## src/hdl/fnom_pkg.sv

```systemverilog
// Shared constants and carrier types of the frame number offset mapper
package fnom_pkg;
  // ---------------------------------------------------------------
  // Timing
  // ---------------------------------------------------------------
  localparam int unsigned CLK_PERIOD_NS = 10;
  localparam int unsigned FRAME_NS      = 10_000_000;
  localparam int unsigned FRAME_CYC     = FRAME_NS / CLK_PERIOD_NS;
  localparam int unsigned CHIP_RATE_HZ  = 3_840_000;
  localparam int unsigned CLK_HZ        = 1_000_000_000 / CLK_PERIOD_NS;
  localparam int unsigned STEP_CHIPS    = 256;
  localparam int unsigned STEP_CYC      =
    int'((64'(STEP_CHIPS) * 64'(CLK_HZ)) / 64'(CHIP_RATE_HZ));
  localparam int unsigned TICK_W        = 20;
  // ---------------------------------------------------------------
  // Counter and offset ranges
  // ---------------------------------------------------------------
  localparam logic [11:0] FN_MAX        = 12'h0_FFF;
  localparam logic [3:0]  DELAY_MAX     = 4'h9;
  localparam logic [15:0] CHIP_MAX      = 16'h9_5FF;
  localparam logic [15:0] CHIPS_FRAME   = 16'h9_600;
  localparam logic [7:0]  STEPS_FRAME   = 8'h96;
  localparam logic [7:0]  HALF_STEP     = 8'h80;
  // ---------------------------------------------------------------
  // Register map (byte offsets) and fields
  // ---------------------------------------------------------------
  localparam logic [7:0] REG_CTRL       = 8'h00;
  localparam logic [7:0] REG_CELL_DELAY = 8'h04;
  localparam logic [7:0] REG_FRAME_OFS  = 8'h08;
  localparam logic [7:0] REG_CHIP_OFS   = 8'h0C;
  localparam logic [7:0] REG_NODE_FN    = 8'h10;
  localparam logic [7:0] REG_CELL_FN    = 8'h14;
  localparam logic [7:0] REG_DL_TIMING  = 8'h18;
  localparam logic [7:0] REG_STATUS     = 8'h1C;
  localparam int unsigned CTRL_RUN      = 0;
  localparam int unsigned CTRL_TDD      = 1;
  localparam int unsigned CTRL_SYNC     = 2;
  localparam logic [2:0]  CTRL_RESET    = 3'h1;
  localparam int unsigned DL_SLOT_LSB   = 16;
  // ---------------------------------------------------------------
  // Carrier types
  // ---------------------------------------------------------------
  localparam int unsigned DATA_W = 32;
  typedef struct packed {
    logic              pch;
    logic [11:0]       frame;
    logic [DATA_W-1:0] data;
  } fnom_tbs_t;
  typedef enum logic {TX_IDLE, TX_WAIT} fnom_tx_state_t;
endpackage : fnom_pkg

```

## src/hdl/fnom_cfn_map.sv

```systemverilog
// Connection frame to cell frame mapping, one direction
`timescale 1ns/10ps
module fnom_cfn_map #(
  parameter bit TO_AIR = 1'b1
) (
  input  wire logic [11:0] frame_in,
  input  wire logic [7:0]  frame_ofs,
  input  wire logic        pch,
  output logic      [11:0] frame_out
);
  logic [7:0] low;

  always_comb begin
    if (TO_AIR) begin
      low = frame_in[7:0] + frame_ofs;
    end else begin
      low = frame_in[7:0] - frame_ofs;
    end
    if (pch) begin
      frame_out = frame_in;
    end else begin
      frame_out = {4'h0, low};
    end
  end
endmodule : fnom_cfn_map

```

## src/hdl/fnom_round.sv

```systemverilog
// Frame plus chip offset rounding to whole 256-chip steps
`timescale 1ns/10ps
module fnom_round (
  input  wire logic [7:0]  frame_ofs,
  input  wire logic [15:0] chip_ofs,
  output logic      [15:0] steps,
  output logic      [7:0]  slot
);
  logic [23:0] sum;
  logic [15:0] base;
  logic [15:0] up;

  always_comb begin
    sum  = 24'(frame_ofs) * 24'(fnom_pkg::CHIPS_FRAME) + 24'(chip_ofs);
    base = sum[23:8];
    up   = base + 16'h0_001;
    if (sum[7:0] == 8'h00) begin
      steps = base;
    end else if (sum[7:0] < fnom_pkg::HALF_STEP) begin
      steps = base;
    end else if (up == fnom_pkg::CHIPS_FRAME) begin
      steps = 16'h0_000;
    end else begin
      steps = up;
    end
    slot = 8'(steps % 16'(fnom_pkg::STEPS_FRAME));
  end
endmodule : fnom_round

```

## src/hdl/fnom_top.sv

```systemverilog
// Frame counters, frame number mapping and downlink offset rounding
`timescale 1ns/10ps
module fnom_top #(
  parameter int unsigned FRAME_CYC = fnom_pkg::FRAME_CYC,
  parameter int unsigned STEP_CYC  = fnom_pkg::STEP_CYC
) (
  input  wire logic                mclk,
  input  wire logic                rst_b,
  input  wire logic                wb_cyc_i,
  input  wire logic                wb_stb_i,
  input  wire logic                wb_we_i,
  input  wire logic [7:0]          wb_adr_i,
  input  wire logic [3:0]          wb_sel_i,
  input  wire logic [31:0]         wb_dat_i,
  output logic                     wb_ack_o,
  output logic      [31:0]         wb_dat_o,
  input  wire logic                tx_in_valid,
  output logic                     tx_in_ready,
  input  wire fnom_pkg::fnom_tbs_t tx_in,
  output logic                     tx_out_valid,
  output fnom_pkg::fnom_tbs_t      tx_out,
  input  wire logic                rx_in_valid,
  input  wire fnom_pkg::fnom_tbs_t rx_in,
  output logic                     rx_out_valid,
  output fnom_pkg::fnom_tbs_t      rx_out,
  output logic                     frame_tick,
  output logic      [11:0]         node_frame_counter,
  output logic      [11:0]         cell_frame_number,
  output logic      [15:0]         dl_offset_steps
);
  logic [2:0]                      ctrl;
  logic [3:0]                      cell_delay;
  logic [7:0]                      frame_ofs;
  logic [15:0]                     chip_ofs;
  logic [7:0]                      dl_slot;
  logic [fnom_pkg::TICK_W-1:0]     tick_cnt;
  logic [fnom_pkg::TICK_W-1:0]     cell_pos;
  logic                            node_tick;
  logic                            cell_tick;
  logic                            tdd_sync;
  logic [11:0]                     node_next;
  logic [11:0]                     next_cell;
  logic                            wb_req;
  logic [31:0]                     rd_word;
  fnom_pkg::fnom_tx_state_t        tx_state;
  fnom_pkg::fnom_tbs_t             tx_hold;
  logic [11:0]                     tx_target;
  logic [11:0]                     rx_cfn;
  logic [15:0]                     rnd_steps;
  logic [7:0]                      rnd_slot;

  // ---------------------------------------------------------------
  // Wishbone slave
  // ---------------------------------------------------------------
  assign wb_req = wb_cyc_i && wb_stb_i && !wb_ack_o;

  function automatic logic [31:0] merge(input logic [31:0] old,
                                        input logic [31:0] dat,
                                        input logic [3:0]  sel);
    logic [31:0] m;
    m = {{8{sel[3]}}, {8{sel[2]}}, {8{sel[1]}}, {8{sel[0]}}};
    return (old & ~m) | (dat & m);
  endfunction : merge

  always_ff @(posedge mclk) begin
    if (!rst_b) begin
      wb_ack_o <= 1'b0;
    end else begin
      wb_ack_o <= wb_req;
    end
  end

  always_ff @(posedge mclk) begin
    if (!rst_b) begin
      ctrl       <= fnom_pkg::CTRL_RESET;
      cell_delay <= 4'h0;
      frame_ofs  <= 8'h00;
      chip_ofs   <= 16'h0_000;
    end else if (wb_req && wb_we_i) begin
      if (wb_adr_i == fnom_pkg::REG_CTRL) begin
        ctrl <= 3'(merge({29'h0, ctrl}, wb_dat_i, wb_sel_i));
      end else if (wb_adr_i == fnom_pkg::REG_CELL_DELAY) begin
        if (merge({28'h0, cell_delay}, wb_dat_i, wb_sel_i)
            <= 32'(fnom_pkg::DELAY_MAX)) begin
          cell_delay <= 4'(merge({28'h0, cell_delay}, wb_dat_i,
                                 wb_sel_i));
        end else begin
          cell_delay <= fnom_pkg::DELAY_MAX;
        end
      end else if (wb_adr_i == fnom_pkg::REG_FRAME_OFS) begin
        frame_ofs <= 8'(merge({24'h0, frame_ofs}, wb_dat_i,
                              wb_sel_i));
      end else if (wb_adr_i == fnom_pkg::REG_CHIP_OFS) begin
        if (merge({16'h0, chip_ofs}, wb_dat_i, wb_sel_i)
            <= 32'(fnom_pkg::CHIP_MAX)) begin
          chip_ofs <= 16'(merge({16'h0, chip_ofs}, wb_dat_i,
                                wb_sel_i));
        end else begin
          chip_ofs <= fnom_pkg::CHIP_MAX;
        end
      end
    end
  end

  always_comb begin
    if (wb_adr_i == fnom_pkg::REG_CTRL) begin
      rd_word = {29'h0, ctrl};
    end else if (wb_adr_i == fnom_pkg::REG_CELL_DELAY) begin
      rd_word = {28'h0, cell_delay};
    end else if (wb_adr_i == fnom_pkg::REG_FRAME_OFS) begin
      rd_word = {24'h0, frame_ofs};
    end else if (wb_adr_i == fnom_pkg::REG_CHIP_OFS) begin
      rd_word = {16'h0, chip_ofs};
    end else if (wb_adr_i == fnom_pkg::REG_NODE_FN) begin
      rd_word = {20'h0, node_frame_counter};
    end else if (wb_adr_i == fnom_pkg::REG_CELL_FN) begin
      rd_word = {20'h0, cell_frame_number};
    end else if (wb_adr_i == fnom_pkg::REG_DL_TIMING) begin
      rd_word = {8'h0, dl_slot, dl_offset_steps};
    end else if (wb_adr_i == fnom_pkg::REG_STATUS) begin
      rd_word = {31'h0, tx_state == fnom_pkg::TX_WAIT};
    end else begin
      rd_word = 32'h0000_0000;
    end
  end

  always_ff @(posedge mclk) begin
    if (!rst_b) begin
      wb_dat_o <= 32'h0000_0000;
    end else if (wb_req && !wb_we_i) begin
      wb_dat_o <= rd_word;
    end
  end

  // ---------------------------------------------------------------
  // Frame tick divider and counters
  // ---------------------------------------------------------------
  assign tdd_sync  = ctrl[fnom_pkg::CTRL_TDD] && ctrl[fnom_pkg::CTRL_SYNC];
  assign node_tick = ctrl[fnom_pkg::CTRL_RUN] &&
                     (tick_cnt == fnom_pkg::TICK_W'(FRAME_CYC - 1));
  assign cell_pos  = (cell_delay == 4'h0 || tdd_sync) ?
                     fnom_pkg::TICK_W'(FRAME_CYC - 1) :
                     fnom_pkg::TICK_W'(32'(cell_delay) * STEP_CYC - 1);
  assign cell_tick = ctrl[fnom_pkg::CTRL_RUN] && (tick_cnt == cell_pos);
  assign node_next = (node_frame_counter == fnom_pkg::FN_MAX) ?
                     12'h000 : node_frame_counter + 12'h001;
  assign frame_tick = node_tick;

  always_ff @(posedge mclk) begin
    if (!rst_b) begin
      tick_cnt <= '0;
    end else if (node_tick) begin
      tick_cnt <= '0;
    end else if (ctrl[fnom_pkg::CTRL_RUN]) begin
      tick_cnt <= tick_cnt + fnom_pkg::TICK_W'(1);
    end
  end

  always_ff @(posedge mclk) begin
    if (!rst_b) begin
      node_frame_counter <= 12'h000;
    end else if (node_tick) begin
      node_frame_counter <= node_next;
    end
  end

  always_comb begin
    if (tdd_sync) begin
      next_cell = {cell_frame_number[11:8] +
                   {3'h0, node_next[7:0] == 8'h00},
                   node_next[7:0]};
    end else if (cell_pos == fnom_pkg::TICK_W'(FRAME_CYC - 1)) begin
      next_cell = node_next;
    end else begin
      next_cell = node_frame_counter;
    end
  end

  always_ff @(posedge mclk) begin
    if (!rst_b) begin
      cell_frame_number <= 12'h000;
    end else if (cell_tick) begin
      cell_frame_number <= next_cell;
    end
  end

  // ---------------------------------------------------------------
  // Transmit mapping
  // ---------------------------------------------------------------
  fnom_cfn_map #(.TO_AIR(1'b1)) u_tx_map (
    .frame_in  (tx_hold.frame),
    .frame_ofs (frame_ofs),
    .pch       (tx_hold.pch),
    .frame_out (tx_target)
  );

  assign tx_in_ready = (tx_state == fnom_pkg::TX_IDLE);

  always_ff @(posedge mclk) begin
    if (!rst_b) begin
      tx_state     <= fnom_pkg::TX_IDLE;
      tx_hold      <= '0;
      tx_out_valid <= 1'b0;
      tx_out       <= '0;
    end else begin
      tx_out_valid <= 1'b0;
      case (tx_state)
        fnom_pkg::TX_IDLE: begin
          if (tx_in_valid) begin
            tx_hold  <= tx_in;
            tx_state <= fnom_pkg::TX_WAIT;
          end
        end
        fnom_pkg::TX_WAIT: begin
          if (cell_tick &&
              (tx_hold.pch ? next_cell == tx_target
                           : next_cell[7:0] == tx_target[7:0])) begin
            tx_out_valid <= 1'b1;
            tx_out       <= '{pch: tx_hold.pch, frame: next_cell,
                              data: tx_hold.data};
            tx_state     <= fnom_pkg::TX_IDLE;
          end
        end
        default: tx_state <= fnom_pkg::TX_IDLE;
      endcase
    end
  end

  // ---------------------------------------------------------------
  // Receive mapping
  // ---------------------------------------------------------------
  fnom_cfn_map #(.TO_AIR(1'b0)) u_rx_map (
    .frame_in  (rx_in.frame),
    .frame_ofs (frame_ofs),
    .pch       (rx_in.pch),
    .frame_out (rx_cfn)
  );

  always_ff @(posedge mclk) begin
    if (!rst_b) begin
      rx_out_valid <= 1'b0;
      rx_out       <= '0;
    end else begin
      rx_out_valid <= rx_in_valid;
      if (rx_in_valid) begin
        rx_out <= '{pch: rx_in.pch, frame: rx_cfn,
                    data: rx_in.data};
      end
    end
  end

  // ---------------------------------------------------------------
  // Downlink timing rounding
  // ---------------------------------------------------------------
  fnom_round u_round (
    .frame_ofs (frame_ofs),
    .chip_ofs  (chip_ofs),
    .steps     (rnd_steps),
    .slot      (rnd_slot)
  );

  always_ff @(posedge mclk) begin
    if (!rst_b) begin
      dl_offset_steps <= 16'h0_000;
      dl_slot         <= 8'h00;
    end else begin
      dl_offset_steps <= rnd_steps;
      dl_slot         <= rnd_slot;
    end
  end

  // ---------------------------------------------------------------
  // Assertions
  // ---------------------------------------------------------------
  logic [23:0] chk_sum;
  logic [7:0]  chk_rem;
  assign chk_sum = 24'(frame_ofs) * 24'(fnom_pkg::CHIPS_FRAME) +
                   24'(chip_ofs);
  assign chk_rem = chk_sum[7:0];

  property p_node_wrap;
    @(posedge mclk) disable iff (!rst_b)
    node_tick && node_frame_counter == 12'hFFF |=>
      node_frame_counter == 12'h000;
  endproperty
  a_node_wrap: assert property (p_node_wrap)
    else $error("node counter did not wrap");

  property p_node_step;
    @(posedge mclk) disable iff (!rst_b)
    !node_tick |=> node_frame_counter == $past(node_frame_counter);
  endproperty
  a_node_step: assert property (p_node_step)
    else $error("node counter moved without tick");

  property p_cell_zero;
    @(posedge mclk) disable iff (!rst_b)
    node_tick && cell_delay == 4'h0 && !tdd_sync |=>
      cell_frame_number == node_frame_counter;
  endproperty
  a_cell_zero: assert property (p_cell_zero)
    else $error("cell frame differs with zero delay");

  property p_delay_max;
    @(posedge mclk) disable iff (!rst_b) cell_delay <= 4'h9;
  endproperty
  a_delay_max: assert property (p_delay_max)
    else $error("cell delay above nine steps");

  property p_tdd_lock;
    @(posedge mclk) disable iff (!rst_b)
    tdd_sync && node_tick |=>
      cell_frame_number[7:0] == node_frame_counter[7:0];
  endproperty
  a_tdd_lock: assert property (p_tdd_lock)
    else $error("cell low byte not locked");

  property p_tx_frame;
    @(posedge mclk) disable iff (!rst_b)
    tx_out_valid && !tx_out.pch |->
      tx_out.frame[7:0] == cell_frame_number[7:0] &&
      tx_out.frame[7:0] == 8'(tx_hold.frame[7:0] + $past(frame_ofs));
  endproperty
  a_tx_frame: assert property (p_tx_frame)
    else $error("block sent in wrong frame");

  property p_rx_map;
    @(posedge mclk) disable iff (!rst_b)
    rx_in_valid && !rx_in.pch |=> rx_out_valid &&
      rx_out.frame[7:0] == 8'($past(rx_in.frame[7:0]) - $past(frame_ofs));
  endproperty
  a_rx_map: assert property (p_rx_map)
    else $error("receive cfn mapped wrongly");

  property p_chip_max;
    @(posedge mclk) disable iff (!rst_b) chip_ofs <= 16'h9_5FF;
  endproperty
  a_chip_max: assert property (p_chip_max)
    else $error("chip offset out of range");

  property p_round;
    @(posedge mclk) disable iff (!rst_b)
    $stable(frame_ofs) && $stable(chip_ofs) && chk_rem < 8'h80 |->
      dl_offset_steps == chk_sum[23:8];
  endproperty
  a_round: assert property (p_round)
    else $error("rounding down wrong");

  property p_dl_max;
    @(posedge mclk) disable iff (!rst_b) dl_slot <= 8'h95;
  endproperty
  a_dl_max: assert property (p_dl_max)
    else $error("downlink offset above maximum");

  c_node_wrap: cover property (@(posedge mclk) disable iff (!rst_b)
    node_tick && node_frame_counter == 12'hFFF);
  c_tx_sent: cover property (@(posedge mclk) disable iff (!rst_b)
    tx_out_valid);
  c_round_up: cover property (@(posedge mclk) disable iff (!rst_b)
    $stable(chip_ofs) && chk_rem >= 8'h80);
endmodule : fnom_top

```

## config.mk

```make
export PLATFORM = sky130hd
export DESIGN_NAME = fnom_top
export DESIGN_NICKNAME = d
export VERILOG_FILES = /design/src/hdl/fnom_pkg.sv /design/src/hdl/fnom_cfn_map.sv /design/src/hdl/fnom_round.sv /design/src/hdl/fnom_top.sv
export SDC_FILE = /design/constraint.sdc
export NUM_CORES = 1
export LEC_CHECK = 0
export BUFFER_PORTS_ARGS = -buffer_cell sky130_fd_sc_hd__buf_2
export CORE_MARGIN = 2
export CORE_UTILIZATION = 45
export DETAILED_ROUTE_END_ITERATION = 16
export PLACE_DENSITY = 0.66
export RECOVER_POWER = 100
export SLEW_MARGIN = 10
export SYNTH_ARGS = -nofsm -noshare
export SYNTH_HDL_FRONTEND = slang
export SYNTH_HIERARCHICAL = 1
export SYNTH_SLANG_ARGS = --single-unit
```

## constraint.sdc

```tcl
create_clock -name mclk -period 11.4 [get_ports mclk]
set_clock_uncertainty 0.1 [all_clocks]
set_input_delay 2.28 -clock mclk [delete_from_list [all_inputs] [get_ports mclk]]
set_output_delay 2.28 -clock mclk [all_outputs]
set_load 0.005 [all_outputs]
```

==> flow_summary.yaml <==
clocking:
  cts_tree: "done"
  cts_buffer_depth: 3
  clk_latency_ns: 0.58
  cts_root_buf: "clkbuf_16"
  cts_buffers: 29
  cts_hold_buffers: 0
  clkTransAtPathRegs_ns: 0.07
  htreeDepth: 1
  clock_sinks: 262
power_and_ir_drop:
  seqPwrFrac_pct: 45.5
  switching_share_pct: 23.9
  p_leak_nw: 10.6
  p_clk_share_pct: 47.7
  p_sw_mw: 0.499
  power.density_nw_per_um2: 84.6
  power_frac_comb_pct: 6.8
  p_int_mw: 1.59
  ir_worst_vdd_uv: 91.2
synthesis:
  synth_top_area_share_pct: 27.5
  yosysTopAreaCell: "dfxtp_1"
  ys_types: 132
  ys_warn_count: 6
  synth_area_leaders: "dfxtp_1 (28%), mux2i_1 (6.8%), nand2_1 (6.4%)"
  yosysSeqAreaShare_pct: 27.5
  ys_ff_latch: 262
  synth_enable_flop_cells: 0
  syn_area_per_cell_um2: 8.03
  netlist_top_cells_count: "nand2_1 (324), dfxtp_1 (262), nor2_1 (225)"
  synthCells: 2376
  syn_area_um2: 19100
  synthArstFlopShare_pct: 0
  synth_most_common_cell: "nand2_1"
  synth_flop_cell: "dfxtp_1"
detailed_routing:
  drtIter0Drc: 1729
  post_drt_wl_per_cell_um: 19.4
  drc: 0
  viasPerCell: 5.92
  drt_pass1_iterations: 7
  num_vias: 20200
  final_antenna_net_count: 0
  wirelength_mm: 65.9
timing:
  slew_viol_final: 311
  relSlewSlack_pct: -198
  setup_violations: 0
  min_period_ns: 11.26
  min_period_over_period_pct: 98.8
  fmax_mhz: 88.8
  timing.final.hold_violations: 0
  tightest_slew_ns: 4.46
global_routing:
  antenna_found_initial: 0
  grt_first_pass_wirelength_mm: 99.1
  overflow: 0
  grt_max_degree: 108
  grt_use_total_pct: 27.6
  grt_pass1_vias: 18700
finish:
  diodes: 0
  drive_gt1_share_pct: 27.5
  nFillCells: 3747
  design_area_um2: 24700
  multiInputGateArea_um2: 14000
  area_growth_pct: 29.4
  ff_latch_area_um2: 5250
  final_core_util_pct: 59.0
  num-nets-final: 3078
setup_path:
  crit_fanout: 8
  cpPeakStageDelay_ns: 0.39
  cp_common_cell: "buf_4"
  ff2ff_path_depth: 55
  cp.required_ns: 11.76
  critPathKind: "flip-flop to flip-flop"
  cpMaxStageDelayCell: "or3b_4"
  critPathLaunchType: "flip-flop"
  arrival_ns: 11.62
  end_kind: "flip-flop"
place:
  place_area_um2: 22300
  dp_hpwl_mm: 48.3
  portBuffers: 299
  gp_congestion: 0.966
floorplan:
  top_level_ports: 308
  die_y_um: 210
  num_rows: 75
  dieArea_um2: 44000
  die_w_um: 210
  initial_core_util_pct: 45.6
  core_um2: 41900
status:
  violations: "max-capacitance violations, max-slew violations"
  status: "complete, but fails checks"
hold_path:
  min_path_type: "flip-flop to flip-flop"
  whs_path_depth: 2
job:
  maxCapViolations: 4
cell type report:
type	count	area share (%)
multi-input cells	1915	56.8
flip-flops and latches	262	21.3
repair buffers	566	14.0
clock buffers	40	3.31
well taps	539	2.73
inverters	71	1.09
clock inverters	13	0.776
critical path: cells and delay by family (launching register included):
family	cells	cell delay, ns
DFF	1	0.33
buffers and inverters	13	1.88
AOI/OAI and AO/OA	20	3.80
and+or+nand+nor	10	2.30
xor gates and xnor gates	2	0.33
adders and majority gates	6	1.58
muxes	4	0.79
worst paths after layout:
| check | from | endpoint | slack [ns] |
|---|---|---|---|
| max | flip-flop | dl_slot[7] | 0.14 |
| min | dl_slot[7] | wb_dat_o[23] | 0.35 |
| max reg2reg | flip-flop | dl_slot[7] | 0.14 |
| min reg2reg | dl_slot[7] | wb_dat_o[23] | 0.35 |
state kept, by name, indices dropped and copies added, names as in the netlist, named ones only:
register / flops
dl_offset_steps: 16
cell_delay: 4
wb_dat_o: 24
tx_out_valid: 1
tx_hold: 45
rx_out_valid: 1
rx_out: 45
cell_frame_number: 12
chip_ofs: 16
node_frame_counter: 12
tick_cnt: 20
dl_slot: 8
wb_ack_o: 1
tx_out: 45
tx_state: 1
cell families after synthesis:
logic type / after synthesis / share of synthesized area, %
other: 1 / 0.0197
AND/OR/NAND/NOR: 933 / 24.0
flip-flops: 262 / 27.5
adder cells (fa/ha/maj): 95 / 6.63
XOR/XNOR: 121 / 6.06
buffers and inverters: 206 / 4.85
AO/OA/AOI/OAI: 608 / 22.6
multiplexers: 150 / 8.29
through the flow:
stage,hold WS (ns),std cells,setup slack (ns),power [mW],setup TNS (ns)
CTS,0.355,3357,0.0163,2.10,0
detailed placement,0.346,3302,-0.351,1.11,-1.46
floorplan,0.332,2383,0.229,1.05,0
global route,0.372,3406,-0.205,2.16,-0.849
global placement,0.339,3302,-0.180,1.11,-0.668
finish,0.351,3406,0.137,2.09,0
power groups by stage:
stage               clock (mW)  sequential (mW)  combinational [mW]
floorplan                    0            0.967              0.0819
global placement             0            0.969               0.137
detailed placement           0            0.970               0.140
CTS                       1.01            0.950               0.140
global route              1.05            0.952               0.156
finish                   0.995            0.950               0.141
layer usage:
layer,global-route usage [%],up-vias,wire [um]
met4,6.85,0,1770
met1,36.0,9713,28000
met3,4.20,135,4510
met5,0,-,0
met2,47.6,738,31700
li1,-,9568,-
placed cells by master (no fill, tap or decap), types with 44 or more instances in the layout:
cell type,synthesis,routed
nand2_1,324,319
nor2_1,225,218
ha_1,81,68
xor2_1,53,47
dfxtp_1,262,257
a21oi_1,163,150
nand3_1,71,69
and2_1,56,52
clkbuf_1,91,101
nor3_1,55,44
xnor2_1,60,53
inv_1,60,58
buf_2,16,207
buf_4,17,245
mux2i_1,130,126
o21ai_0,98,92
what timing repair did:
action                     CTS  global route
setup endpoints to repair    7             7
gates resized for setup     28           195
buffers inserted             2            49
pin swaps                    7           106
hold endpoints to repair     0             0
cloned                       0             0
No activity file was read; power rests on OpenSTA's default activity.
